File: src/ccl_pkg.sv
/*
  Package for the calendar counter capture/compare and lock register block.
  Assumes an AXI4-Lite master with 32-bit data and a single core clock.
*/
package ccl_pkg;

  // ****************************************************************
  // Register map
  // ****************************************************************
  localparam logic [7:0] CCL_OFF_PWR_OFF = 8'h34;
  localparam logic [7:0] CCL_OFF_LOCK = 8'h38;
  localparam logic [7:0] CCL_OFF_WAKE = 8'h3c;
  localparam logic [7:0] CCL_OFF_CH_CTRL = 8'h40;
  localparam logic [7:0] CCL_OFF_CH_VALUE = 8'h44;
  localparam logic [7:0] CCL_OFF_CH_TIME = 8'h48;
  localparam logic [7:0] CCL_OFF_CH_DATE = 8'h4c;
  localparam logic [7:0] CCL_OFF_SYNC_BUSY = 8'h50;
  localparam logic [7:0] CCL_OFF_CMD = 8'h54;
  localparam logic [7:0] CCL_OFF_IRQ_FLAG = 8'h58;
  localparam logic [7:0] CCL_OFF_IRQ_CLEAR = 8'h5c;
  localparam logic [7:0] CCL_OFF_IRQ_ENABLE = 8'h60;
  localparam logic [7:0] CCL_OFF_STATUS = 8'h64;
  localparam logic [7:0] CCL_OFF_COUNTER = 8'h68;

  // ****************************************************************
  // Fields and values
  // ****************************************************************
  localparam logic [15:0] CCL_UNLOCK_KEY = 16'haee8;
  localparam int CCL_SYNC_BUSY_BIT = 5;
  localparam int CCL_IRQ_CH_BIT = 1;
  localparam logic [3:0] CCL_NUM_EVENTS = 4'hc;
  localparam logic [1:0] CCL_MODE_OFF = 2'h0;
  localparam logic [1:0] CCL_MODE_CAPTURE = 2'h1;
  localparam logic [1:0] CCL_MODE_COMPARE = 2'h2;
  localparam logic [1:0] CCL_EDGE_RISE = 2'h0;
  localparam logic [1:0] CCL_EDGE_FALL = 2'h1;
  localparam logic [1:0] CCL_EDGE_BOTH = 2'h2;
  localparam logic [1:0] CCL_ACT_PULSE = 2'h0;
  localparam logic [1:0] CCL_ACT_TOGGLE = 2'h1;
  localparam logic [1:0] CCL_ACT_CLEAR = 2'h2;
  localparam logic [31:0] CCL_CH_CTRL_MASK = 32'h0003fbff;
  localparam logic [31:0] CCL_TIME_MASK = 32'h003f7f7f;
  localparam logic [31:0] CCL_DATE_MASK = 32'h00001f3f;
  localparam logic [31:0] CCL_VALUE_RESET = 32'h00000000;
  localparam logic [1:0] CCL_SYNC_CYCLES = 2'h3;
  localparam logic [1:0] CCL_RESP_OKAY = 2'h0;
  localparam logic [1:0] CCL_RESP_SLVERR = 2'h2;

  // ****************************************************************
  // Carriers
  // ****************************************************************
  typedef struct packed {
    logic [7:0] awaddr;
    logic awvalid;
    logic [31:0] wdata;
    logic [3:0] wstrb;
    logic wvalid;
    logic bready;
    logic [7:0] araddr;
    logic arvalid;
    logic rready;
  } ccl_axi_req_t;

  typedef struct packed {
    logic awready;
    logic wready;
    logic [1:0] bresp;
    logic bvalid;
    logic arready;
    logic [31:0] rdata;
    logic [1:0] rresp;
    logic rvalid;
  } ccl_axi_rsp_t;

  typedef struct packed {
    logic [7:0] awaddr;
    logic aw_held;
    logic [31:0] wdata;
    logic w_held;
    logic [1:0] bresp;
    logic bvalid;
    logic [31:0] rdata;
    logic [1:0] rresp;
    logic rvalid;
    logic pwr_off;
    logic locked;
    logic wake_en;
    logic [31:0] ch_ctrl;
    logic [31:0] ch_value;
    logic [31:0] ch_time;
    logic [31:0] ch_date;
    logic [1:0] sync_cnt;
    logic [31:0] status;
    logic irq_flag;
    logic irq_en;
    logic [11:0] ev_s1;
    logic [11:0] ev_s2;
    logic ev_prev;
    logic ch_out;
    logic wake_req;
  } ccl_state_t;

endpackage

File: src/ccl_regs.sv
/*
  Calendar counter lock, retention power-off, wake-up and one capture/compare channel.
  Assumes the counter, time and date arrive already in the core clock domain,
  and that the event channels are asynchronous and need synchronising here.
*/
`timescale 1ns/1ps
// Overview of operation
// - Sync busy bit 5 stays high while a command write crosses domains.
// - Retention power-off bit is sticky; nothing but reset restores power.
// - Any non-key lock write blocks writes to protected registers.
// - Writing key 0xAEE8 unlocks all protected registers.
// - Lock register reads bit 0 as one when locked, zero when unlocked.
// - Wake-up enable one allows deep-sleep wake-up requests; zero suppresses them.
// - Selector values 0 to 11 pick the event channel of that number.
// - Edge field: 0 rising, 1 falling, 2 both, 3 level passes unchanged.
// - Match action: 0 one-cycle pulse, 1 toggle, 2 clear, 3 set.
// - Mode 0 switches the channel off; mode 1 means input capture.
// - Value register resets to zero; in calendar mode ignores writes, reads zero.
// - Command bit 0 clears the status register after synchronisation.
// - Write one clears channel flag; optional read-clear returns then clears flags.
module ccl_regs (
  input wire logic core_clk,
  input wire logic reset,
  // Register bus.
  input wire ccl_pkg::ccl_axi_req_t axi_req,
  output ccl_pkg::ccl_axi_rsp_t axi_rsp,
  // Calendar counter side.
  input wire logic [31:0] main_counter,
  input wire logic [31:0] time_bcd,
  input wire logic [31:0] date_bcd,
  input wire logic calendar_mode,
  input wire logic read_clear_en,
  input wire logic [11:0] event_in,
  // Outputs.
  output logic ret_ram_power_off,
  output logic deep_sleep_wakeup,
  output logic channel_out,
  output logic irq
);
  import ccl_pkg::*;

  ccl_state_t state_reg;
  ccl_state_t state_next;

  // ****************************************************************
  // Helpers
  // ****************************************************************
  function automatic logic [31:0] merge_strb(input logic [31:0] old_v, input logic [31:0] new_v,
                                             input logic [3:0] strb);
    logic [31:0] r;
    r = old_v;
    for (int i = 0; i < 4; i++) begin
      if (strb[i]) begin
        r[i*8 +: 8] = new_v[i*8 +: 8];
      end
    end
    return r;
  endfunction

  logic wr_fire;
  logic rd_fire;
  logic [3:0] ev_sel;
  logic ev_sig;
  logic edge_hit;
  logic match_hit;
  logic [1:0] mode;
  logic [1:0] edge_sel;
  logic [1:0] action;
  logic [31:0] rd_val;
  logic rd_ok;
  logic wr_ok;

  always_comb begin
    mode = state_reg.ch_ctrl[1:0];
    action = state_reg.ch_ctrl[3:2];
    edge_sel = state_reg.ch_ctrl[5:4];
    ev_sel = state_reg.ch_ctrl[9:6];
    // Selectors above eleven point at no channel and read as a quiet input.
    ev_sig = (ev_sel < CCL_NUM_EVENTS) ? state_reg.ev_s2[ev_sel] : 1'b0;
    unique case (edge_sel)
      CCL_EDGE_RISE: edge_hit = ev_sig & ~state_reg.ev_prev;
      CCL_EDGE_FALL: edge_hit = ~ev_sig & state_reg.ev_prev;
      CCL_EDGE_BOTH: edge_hit = ev_sig ^ state_reg.ev_prev;
      default: edge_hit = ev_sig;
    endcase
    match_hit = (mode == CCL_MODE_COMPARE) && (main_counter == state_reg.ch_value);
  end

  // ****************************************************************
  // Bus decode
  // ****************************************************************
  assign wr_fire = state_reg.aw_held && state_reg.w_held && !state_reg.bvalid;
  assign rd_fire = axi_req.arvalid && !state_reg.rvalid;

  always_comb begin
    rd_ok = 1'b1;
    rd_val = 32'h00000000;
    unique case (axi_req.araddr)
      CCL_OFF_PWR_OFF: rd_val = {31'h00000000, state_reg.pwr_off};
      CCL_OFF_LOCK: rd_val = {31'h00000000, state_reg.locked};
      CCL_OFF_WAKE: rd_val = {31'h00000000, state_reg.wake_en};
      CCL_OFF_CH_CTRL: rd_val = state_reg.ch_ctrl;
      CCL_OFF_CH_VALUE: rd_val = calendar_mode ? 32'h00000000 : state_reg.ch_value;
      CCL_OFF_CH_TIME: rd_val = calendar_mode ? state_reg.ch_time : 32'h00000000;
      CCL_OFF_CH_DATE: rd_val = calendar_mode ? state_reg.ch_date : 32'h00000000;
      CCL_OFF_SYNC_BUSY: rd_val = {26'h0000000, (state_reg.sync_cnt != 2'h0), 5'h00};
      CCL_OFF_CMD: rd_val = 32'h00000000;
      CCL_OFF_IRQ_FLAG: rd_val = {30'h00000000, state_reg.irq_flag, 1'b0};
      CCL_OFF_IRQ_CLEAR: rd_val = read_clear_en ? {30'h00000000, state_reg.irq_flag, 1'b0} : 32'h00000000;
      CCL_OFF_IRQ_ENABLE: rd_val = {30'h00000000, state_reg.irq_en, 1'b0};
      CCL_OFF_STATUS: rd_val = state_reg.status;
      CCL_OFF_COUNTER: rd_val = main_counter;
      default: rd_ok = 1'b0;
    endcase
  end

  always_comb begin
    unique case (state_reg.awaddr)
      CCL_OFF_PWR_OFF, CCL_OFF_LOCK, CCL_OFF_WAKE, CCL_OFF_CH_CTRL, CCL_OFF_CH_VALUE,
      CCL_OFF_CH_TIME, CCL_OFF_CH_DATE, CCL_OFF_SYNC_BUSY, CCL_OFF_CMD, CCL_OFF_IRQ_FLAG,
      CCL_OFF_IRQ_CLEAR, CCL_OFF_IRQ_ENABLE, CCL_OFF_STATUS, CCL_OFF_COUNTER: wr_ok = 1'b1;
      default: wr_ok = 1'b0;
    endcase
  end

  // ****************************************************************
  // Next state
  // ****************************************************************
  always_comb begin
    logic [31:0] wd;
    logic prot_ok;
    logic flag_set;
    logic flag_clr;
    wd = merge_strb(32'h00000000, state_reg.wdata, 4'hf);
    prot_ok = wr_fire && !state_reg.locked;
    flag_set = 1'b0;
    flag_clr = 1'b0;
    state_next = state_reg;
    // Write address and data may arrive in either order; each is held until both are in.
    if (axi_req.awvalid && !state_reg.aw_held) begin
      state_next.aw_held = 1'b1;
      state_next.awaddr = axi_req.awaddr;
    end
    if (axi_req.wvalid && !state_reg.w_held) begin
      state_next.w_held = 1'b1;
      state_next.wdata = merge_strb(32'h00000000, axi_req.wdata, axi_req.wstrb);
    end
    if (state_reg.bvalid && axi_req.bready) begin
      state_next.bvalid = 1'b0;
    end
    if (state_reg.rvalid && axi_req.rready) begin
      state_next.rvalid = 1'b0;
    end
    state_next.ev_s1 = event_in;
    state_next.ev_s2 = state_reg.ev_s1;
    state_next.ev_prev = ev_sig;
    if (state_reg.sync_cnt != 2'h0) begin
      state_next.sync_cnt = state_reg.sync_cnt - 2'h1;
      if (state_reg.sync_cnt == 2'h1) begin
        state_next.status = 32'h00000000;
      end
    end
    if (wr_fire) begin
      state_next.aw_held = 1'b0;
      state_next.w_held = 1'b0;
      state_next.bvalid = 1'b1;
      state_next.bresp = wr_ok ? CCL_RESP_OKAY : CCL_RESP_SLVERR;
      unique case (state_reg.awaddr)
        CCL_OFF_LOCK: state_next.locked = (wd[15:0] != CCL_UNLOCK_KEY);
        CCL_OFF_PWR_OFF: begin
          // Once removed, power is restored only by reset.
          if (prot_ok && wd[0]) begin
            state_next.pwr_off = 1'b1;
          end
        end
        CCL_OFF_WAKE: begin
          if (prot_ok) begin
            state_next.wake_en = wd[0];
          end
        end
        CCL_OFF_CH_CTRL: begin
          if (prot_ok) begin
            state_next.ch_ctrl = wd & CCL_CH_CTRL_MASK;
          end
        end
        CCL_OFF_CH_VALUE: begin
          if (prot_ok && !calendar_mode) begin
            state_next.ch_value = wd;
          end
        end
        CCL_OFF_CH_TIME: begin
          if (prot_ok && calendar_mode) begin
            state_next.ch_time = wd & CCL_TIME_MASK;
          end
        end
        CCL_OFF_CH_DATE: begin
          if (prot_ok && calendar_mode) begin
            state_next.ch_date = wd & CCL_DATE_MASK;
          end
        end
        CCL_OFF_CMD: begin
          if (wd[0]) begin
            state_next.sync_cnt = CCL_SYNC_CYCLES;
          end
        end
        CCL_OFF_IRQ_CLEAR: flag_clr = wd[CCL_IRQ_CH_BIT];
        CCL_OFF_IRQ_ENABLE: begin
          if (prot_ok) begin
            state_next.irq_en = wd[CCL_IRQ_CH_BIT];
          end
        end
        default: begin
        end
      endcase
    end
    if (rd_fire) begin
      state_next.rvalid = 1'b1;
      state_next.rdata = rd_val;
      state_next.rresp = rd_ok ? CCL_RESP_OKAY : CCL_RESP_SLVERR;
      if (read_clear_en && axi_req.araddr == CCL_OFF_IRQ_CLEAR) begin
        flag_clr = 1'b1;
      end
    end
    // Channel behaviour; mode zero leaves the channel idle.
    state_next.ch_out = (action == CCL_ACT_PULSE) ? 1'b0 : state_reg.ch_out;
    if (mode == CCL_MODE_CAPTURE && edge_hit) begin
      flag_set = 1'b1;
      if (calendar_mode) begin
        state_next.ch_time = time_bcd & CCL_TIME_MASK;
        state_next.ch_date = date_bcd & CCL_DATE_MASK;
      end else begin
        state_next.ch_value = main_counter;
      end
    end
    if (match_hit) begin
      flag_set = 1'b1;
      unique case (action)
        CCL_ACT_PULSE: state_next.ch_out = 1'b1;
        CCL_ACT_TOGGLE: state_next.ch_out = ~state_reg.ch_out;
        CCL_ACT_CLEAR: state_next.ch_out = 1'b0;
        default: state_next.ch_out = 1'b1;
      endcase
    end
    // A new event beats a clear in the same cycle so none is lost.
    state_next.irq_flag = flag_set | (state_reg.irq_flag & ~flag_clr);
    state_next.wake_req = state_reg.wake_en & flag_set;
  end

  always_ff @(posedge core_clk) begin
    if (reset) begin
      state_reg <= '0;
    end else begin
      state_reg <= state_next;
    end
  end

  // ****************************************************************
  // Outputs
  // ****************************************************************
  assign axi_rsp.awready = !state_reg.aw_held;
  assign axi_rsp.wready = !state_reg.w_held;
  assign axi_rsp.bvalid = state_reg.bvalid;
  assign axi_rsp.bresp = state_reg.bresp;
  assign axi_rsp.arready = !state_reg.rvalid;
  assign axi_rsp.rvalid = state_reg.rvalid;
  assign axi_rsp.rdata = state_reg.rdata;
  assign axi_rsp.rresp = state_reg.rresp;
  assign ret_ram_power_off = state_reg.pwr_off;
  assign deep_sleep_wakeup = state_reg.wake_req;
  assign channel_out = state_reg.ch_out;
  assign irq = state_reg.irq_flag & state_reg.irq_en;

  // ****************************************************************
  // Checks
  // ****************************************************************
  a_pwr_stays_off: assert property (@(posedge core_clk) disable iff (reset)
    state_reg.pwr_off |=> state_reg.pwr_off) else $error("retention power came back");
  a_key_unlocks: assert property (@(posedge core_clk) disable iff (reset)
    (wr_fire && state_reg.awaddr == CCL_OFF_LOCK && state_reg.wdata[15:0] == CCL_UNLOCK_KEY)
    |=> !state_reg.locked) else $error("unlock key did not unlock");
  a_lock_blocks_ctrl: assert property (@(posedge core_clk) disable iff (reset)
    (wr_fire && state_reg.locked && state_reg.awaddr == CCL_OFF_CH_CTRL)
    |=> $stable(state_reg.ch_ctrl)) else $error("locked control register changed");
  a_busy_after_cmd: assert property (@(posedge core_clk) disable iff (reset)
    (wr_fire && state_reg.awaddr == CCL_OFF_CMD && state_reg.wdata[0])
    |=> (state_reg.sync_cnt != 2'h0) [*3] ##1 (state_reg.sync_cnt == 2'h0)) else $error("busy length wrong");
  a_status_wiped: assert property (@(posedge core_clk) disable iff (reset)
    (state_reg.sync_cnt == 2'h1) |=> (state_reg.status == 32'h00000000)) else $error("status not wiped");
  a_match_flags: assert property (@(posedge core_clk) disable iff (reset)
    match_hit |=> state_reg.irq_flag) else $error("match did not set flag");
  a_pulse_one_cycle: assert property (@(posedge core_clk) disable iff (reset)
    (match_hit && action == CCL_ACT_PULSE) ##1 !match_hit && action == CCL_ACT_PULSE
    |-> state_reg.ch_out ##1 !state_reg.ch_out) else $error("pulse width wrong");
  a_capture_loads: assert property (@(posedge core_clk) disable iff (reset)
    (mode == CCL_MODE_CAPTURE && edge_hit && !calendar_mode)
    |=> state_reg.ch_value == $past(main_counter) && state_reg.irq_flag) else $error("capture missed");
  a_off_no_flag: assert property (@(posedge core_clk) disable iff (reset)
    (mode == CCL_MODE_OFF && !state_reg.irq_flag && !(wr_fire && state_reg.awaddr == CCL_OFF_CH_CTRL))
    |=> !state_reg.irq_flag) else $error("idle channel raised flag");
  a_value_reads_zero: assert property (@(posedge core_clk) disable iff (reset)
    (rd_fire && calendar_mode && axi_req.araddr == CCL_OFF_CH_VALUE)
    |=> state_reg.rdata == 32'h00000000) else $error("value read not zero");

endmodule // ccl_regs

File: config.mk
export PLATFORM = sky130hd
export DESIGN_NAME = ccl_regs
export DESIGN_NICKNAME = d
export VERILOG_FILES = /design/src/ccl_pkg.sv /design/src/ccl_regs.sv
export SDC_FILE = /design/constraint.sdc
export NUM_CORES = 1
export LEC_CHECK = 0
export BUFFER_PORTS_ARGS = -buffer_cell sky130_fd_sc_hd__buf_2
export CORE_AREA = 2 2 186 188
export CTS_BUF_LIST = sky130_fd_sc_hd__clkbuf_8 sky130_fd_sc_hd__clkbuf_16
export DETAILED_ROUTE_END_ITERATION = 6
export DIE_AREA = 0 0 188 190
export HOLD_SLACK_MARGIN = 0.12
export RECOVER_POWER = 25
export SETUP_SLACK_MARGIN = 0.05
export SLEW_MARGIN = 20
export SYNTH_ARGS = -nofsm -noshare
export SYNTH_HDL_FRONTEND = slang
export SYNTH_SLANG_ARGS = --single-unit
File: constraint.sdc
create_clock -name core_clk -period 2.85 [get_ports core_clk]
set_input_delay 0 -clock core_clk [delete_from_list [all_inputs] [get_ports core_clk]]
set_output_delay 0 -clock core_clk [all_outputs]
set_load 0.005 [all_outputs]
# Yosys cells after proc, flatten, opt, wreduce, memory -nomap -nowiden
# Index checks and enable logic that the tools add are counted.
[totals] regBits=227 in_bits=169 out_inout_bits=45 word_cells=151
[op_classes] add_sub_neg=1 magnitude_cmp=2 eq_ne=36 muxes=43 bitwise=11 reduce_logical=34
[ops] operator="case mux 32 bit (12 select lines)" count=1
[ops] operator="2-to-1 mux 32 bit" count=10
[ops] operator="== test 8 x 7 -> 1 bit, second input constant" count=22
[ops] operator="2-to-1 mux 98 bit" count=1
[ops] operator="2-to-1 mux 96 bit" count=1
[ops] operator="2-to-1 mux 64 bit" count=1
[ops] operator="== test 8 x 6 -> 1 bit, second input constant" count=6
[ops] operator="2-to-1 mux 34 bit" count=1
[ops] operator="== test 32 bit" count=1
[ops] operator="2-to-1 mux 8 bit" count=4
[ops] operator="OR reduction 14 bit" count=2
[ops] operator="2-to-1 mux 1 bit" count=16
[ops] operator="!= test 16 bit, second input constant" count=1
[ops] operator="logical AND 1 bit" count=14
[ops] operator="AND reduction 3 bit" count=4
[ops] operator="2-to-1 mux 2 bit" count=5
[ops] operator="nonzero test 2 bit" count=4
[ops] operator="== test 2 x 1 -> 1 bit, second input constant" count=3
[ops] operator="== test 2 bit, second input constant" count=3
[ops] operator="logical NOT 1 bit" count=6
[ops] operator="bitwise AND 1 bit" count=5
[ops] operator="less-than comparator 4 x 5 -> 1 bit, second input constant" count=1
[ops] operator="binary-select mux 1 bit (select 4 bit)" count=1
[ops] operator="logical NOT 2 bit" count=2
[ops] operator="9 further kinds" count=12

# Depth between registers and ports, before layout
[logic_depth] ltp_word=10 ltp_mapped=14 ltp_nobuf=12

# Worst setup path after synthesis
# Ideal clock, no wire load.
[synth_path] path_type="register to register" startpoint="register state_reg, in the netlist ev_sel[1]" endpoint="register (tool-made name)" setup_ps=59 t_arrival_ps=2846 required_ps=2791 setup_slack_ps=-55 stages_incl_launch_ff=15 path_buffers=2 synth_period_minus_slack_ps=2905 cell_sequence="dfxtp_1 -> buf_6 -> mux4_2 -> nor2_1 -> nor4_1 -> a21oi_1 -> inv_1 -> ha_1 -> nor2b_1 -> o311a_1 -> and2_1 -> and2_4 -> nor3_2 -> buf_4 -> and2_1"
[synth_lines] element="from (decl)" line_no="ccl_regs.sv:42" source="ccl_state_t state_reg;"
[synth_lines] element="from (signal assigned)" line_no="ccl_regs.sv:253" source="state_reg <= state_next;"

==> out/qor.yml <==
final_common_cell: "dfxtp_1"
slowest_delay_ns: 0.52
vias: 9647
pwr-share-clk: 0.450
crit_required_ns: 3.32
cp.arrival_ns: 3.38
place_hpwl_um: 23100
grt_usage: 0.188
clk_pin_slew_worst_paths_ns: 0.06
final_layout_size_suffix_gt1_frac: 0.245
holdPathStages: 7
outcome: "finished with violations"
drt-total-wl_um: 35100
holdPathEnd: "channel_out"
die_x_um: 188
postPlaceCellArea_sq_um: 11600
p_comb_frac: 0.094
drcViolationCount: 10
fp.dieH_um: 190
grt_overflow: 0
r2r-start: "ev_sel[1]"
hold_class: "primary input to flop"
clk_latency_ns: 0.54
dp_cells: 1665
syn_area_sq_um: 10300
nets: 1622
drtAntennaViolNets: 0
start_kind: "flop"
nFillCells: 3267
tritoncts: "yes"
cts_root_buffer: "clkbuf_16"
total_power_w: 0.00711
fin_skew_ns: 0.0114
yosysSeqAreaShare: 0.436
critPathKind: "flop to flop"
final_cell_area_sq_um: 14600
p_per_area_nw_per_um2: 486
fp.coreArea_sq_um: 33900
ys.flop_type: "dfxtp_1"
leakage_nw: 5.81
crit_path_cell_trace: "mux4_2, nor2_4, nor4_4, a21oi_2, inv_2, ha_4, nor2b_4, o311a_1, and2_4, and2_4, nor3_4, buf_6, clkbuf_16, and2_1"
yosys.area.top_type: "dfxtp_1"
slew_violations: 0
seqCellArea_sq_um: 4510
rsz0062_at_grt: "true"
h-tree-depth: 1
setup_viol: 32
multi_input_area_sq_um: 5230
ys_warn_count: 0
synth_cell_types: 63
final_cells: 1927
hp-start: "main_counter[20]"
finalCriticalPeriod_ns: 2.91
grt_max_degree: 95
synth_area_leaders: "dfxtp_1 (44%), mux2i_1 (10%), nor2_1 (3.9%), a211oi_2 (3.9%), nand2_1 (3.6%)"
synth.top_cell.area_share: 0.436
cts_buffer_depth: 3
post_drt_wl_per_cell_um: 18.2
tightest_slew_ns: 0.879
end_kind: "flop"
io_pins: 214
cts_made_buffers: 27
fin_crit_sh: 1.02
drt_iter0_drc: 743
layout_common_cells: "dfxtp_1 (224), dlygate4sd3_1 (197), buf_2 (162)"
crit_path_max_fanout: 5
area_growth_pct: 41.3
crit_slowest_cell: "mux4_2"
gp_congestion: 0.836
grt_pass1_wl_um: 52800
die_area_sq_um: 35700
firstDrtPassIters: 7
final_hold_viol_count: 0
ir_drop_mv: 0.393
ys_seq_elements: 225
switching_share: 0.244
maxCapViolations: 0
antenna_found_initial: 2
synthCells: 1106
syn_area_per_cell_sq_um: 9.35
violations: "design-rule violations, negative setup slack"
io_buffers: 178
fmax_ghz: 0.343
start_util: 0.305
synth_edf_count: 0
internal_power_w: 0.00537
r2r.worst_path.cells: 14
synthArstFlopShare: 0
rrSetupSlack_ns: -0.06
rows: 68
maxSlewHeadroom: 0.413
path_common_cell: "and2_4"
switchingPower_w: 0.00173
fin_ws_ns: -0.0626
grt_pass1_vias: 9522
clock-sinks: 225
viasPerCell: 5.01
p_seq_frac: 0.456
[logic make-up after synthesis]
| kind of cell | share of synthesized area |
|---|---|
| AND/OR/NAND/NOR | 0.180 |
| flip-flops | 0.436 |
| AO/OA/AOI/OAI | 0.156 |
| buffers and inverters | 0.0719 |
| multiplexers | 0.129 |
| XOR/XNOR | 0.0237 |
| adder cells (fa/ha/maj) | 0.00339 |
| other | 0.000363 |
[worst max-delay path: cells and delay by family, from the launching register on]
| family | cells | cell delay [ns] |
|---|---|---|
| muxes | 1 | 0.52 |
| DFF | 1 | 0.35 |
| and+or+nand+nor | 7 | 0.90 |
| buffers and inverters | 3 | 0.39 |
| AOI/OAI and AO/OA | 2 | 0.54 |
| adders and majority gates | 1 | 0.15 |
[layout make-up]
| type | instances | area share |
|---|---|---|
| Multi-Input combinational cell | 753 | 0.358 |
| Sequential cell | 225 | 0.308 |
| Timing Repair Buffer | 431 | 0.235 |
| Clock buffer | 31 | 0.0500 |
| Tap cell | 455 | 0.0389 |
| Clock inverter | 17 | 0.00633 |
| Inverter | 13 | 0.00334 |
| Antenna cell | 2 | 0.000342 |
[worst max-delay path by stage]
stage,slack (ns),start,to
6_report,-0.06,ev_sel[1],flop
5_1_grt,-0.16,ev_sel[1],flop
4_1_cts,0.02,ev_sel[1],state_reg[147]
3_5_place_dp,-0.07,ev_sel[1],state_reg[158]
3_3_place_gp,-0.03,ev_sel[1],state_reg[151]
2_1_floorplan,0.02,ev_sel[1],flop
[through the flow]
stage / setup TNS [ns] / utilization / setup slack (ns) / hold slack (ns)
2_1_floorplan: 0 / - / 0.0246 / 0.0990
3_3_place_gp: -0.950 / 0.340 / -0.0292 / 0.188
3_5_place_dp: -1.90 / 0.340 / -0.0687 / 0.195
4_1_cts: 0 / 0.425 / 0.0184 / 0.204
5_1_grt: -10.15 / 0.431 / -0.164 / 0.232
6_report: -0.718 / 0.431 / -0.0626 / 0.204
[Yosys cell counts, types with 32 or more instances]
cell and n:
nor2_1 108, mux2i_1 107, clkbuf_1 45, a211oi_2 32, buf_4 43, nor2b_1 39
nand2_1 99, nand3_1 38, dfxtp_1 225, a21oi_1 46, and2_1 36, a211oi_1 32
[metal layers]
| layer | GRT usage | share of wire | up-vias |
|---|---|---|---|
| met2 | 0.320 | 0.47 | 367 |
| met3 | 0.0284 | 0.069 | 62 |
| met1 | 0.246 | 0.44 | 4644 |
| met5 | 0 | 0 | - |
| met4 | 0.0521 | 0.023 | 0 |
| li1 | - | - | 4574 |
[repair_timing]
| item | in CTS | in global routing |
|---|---|---|
| resized for setup | 5 | 27 |
| hold buffers | 197 | 0 |
| cloned | 0 | 4 |
| setup endpoints to repair | 93 | 98 |
| hold endpoints to repair | 172 | 0 |
| pin swaps | 1 | 13 |
| buffers inserted | 8 | 3 |
[power by group through the flow]
stage                     clock network, W  logic [W]  registers [W]
final                              0.00320   0.000666        0.00324
after detailed placement                 0   0.000430        0.00331
after CTS                          0.00324   0.000637        0.00324
after global placement                   0   0.000424        0.00331
after global routing               0.00337   0.000716        0.00325
after floorplan                          0   0.000222        0.00329
Note: power is estimated with default switching activity, not from simulation.
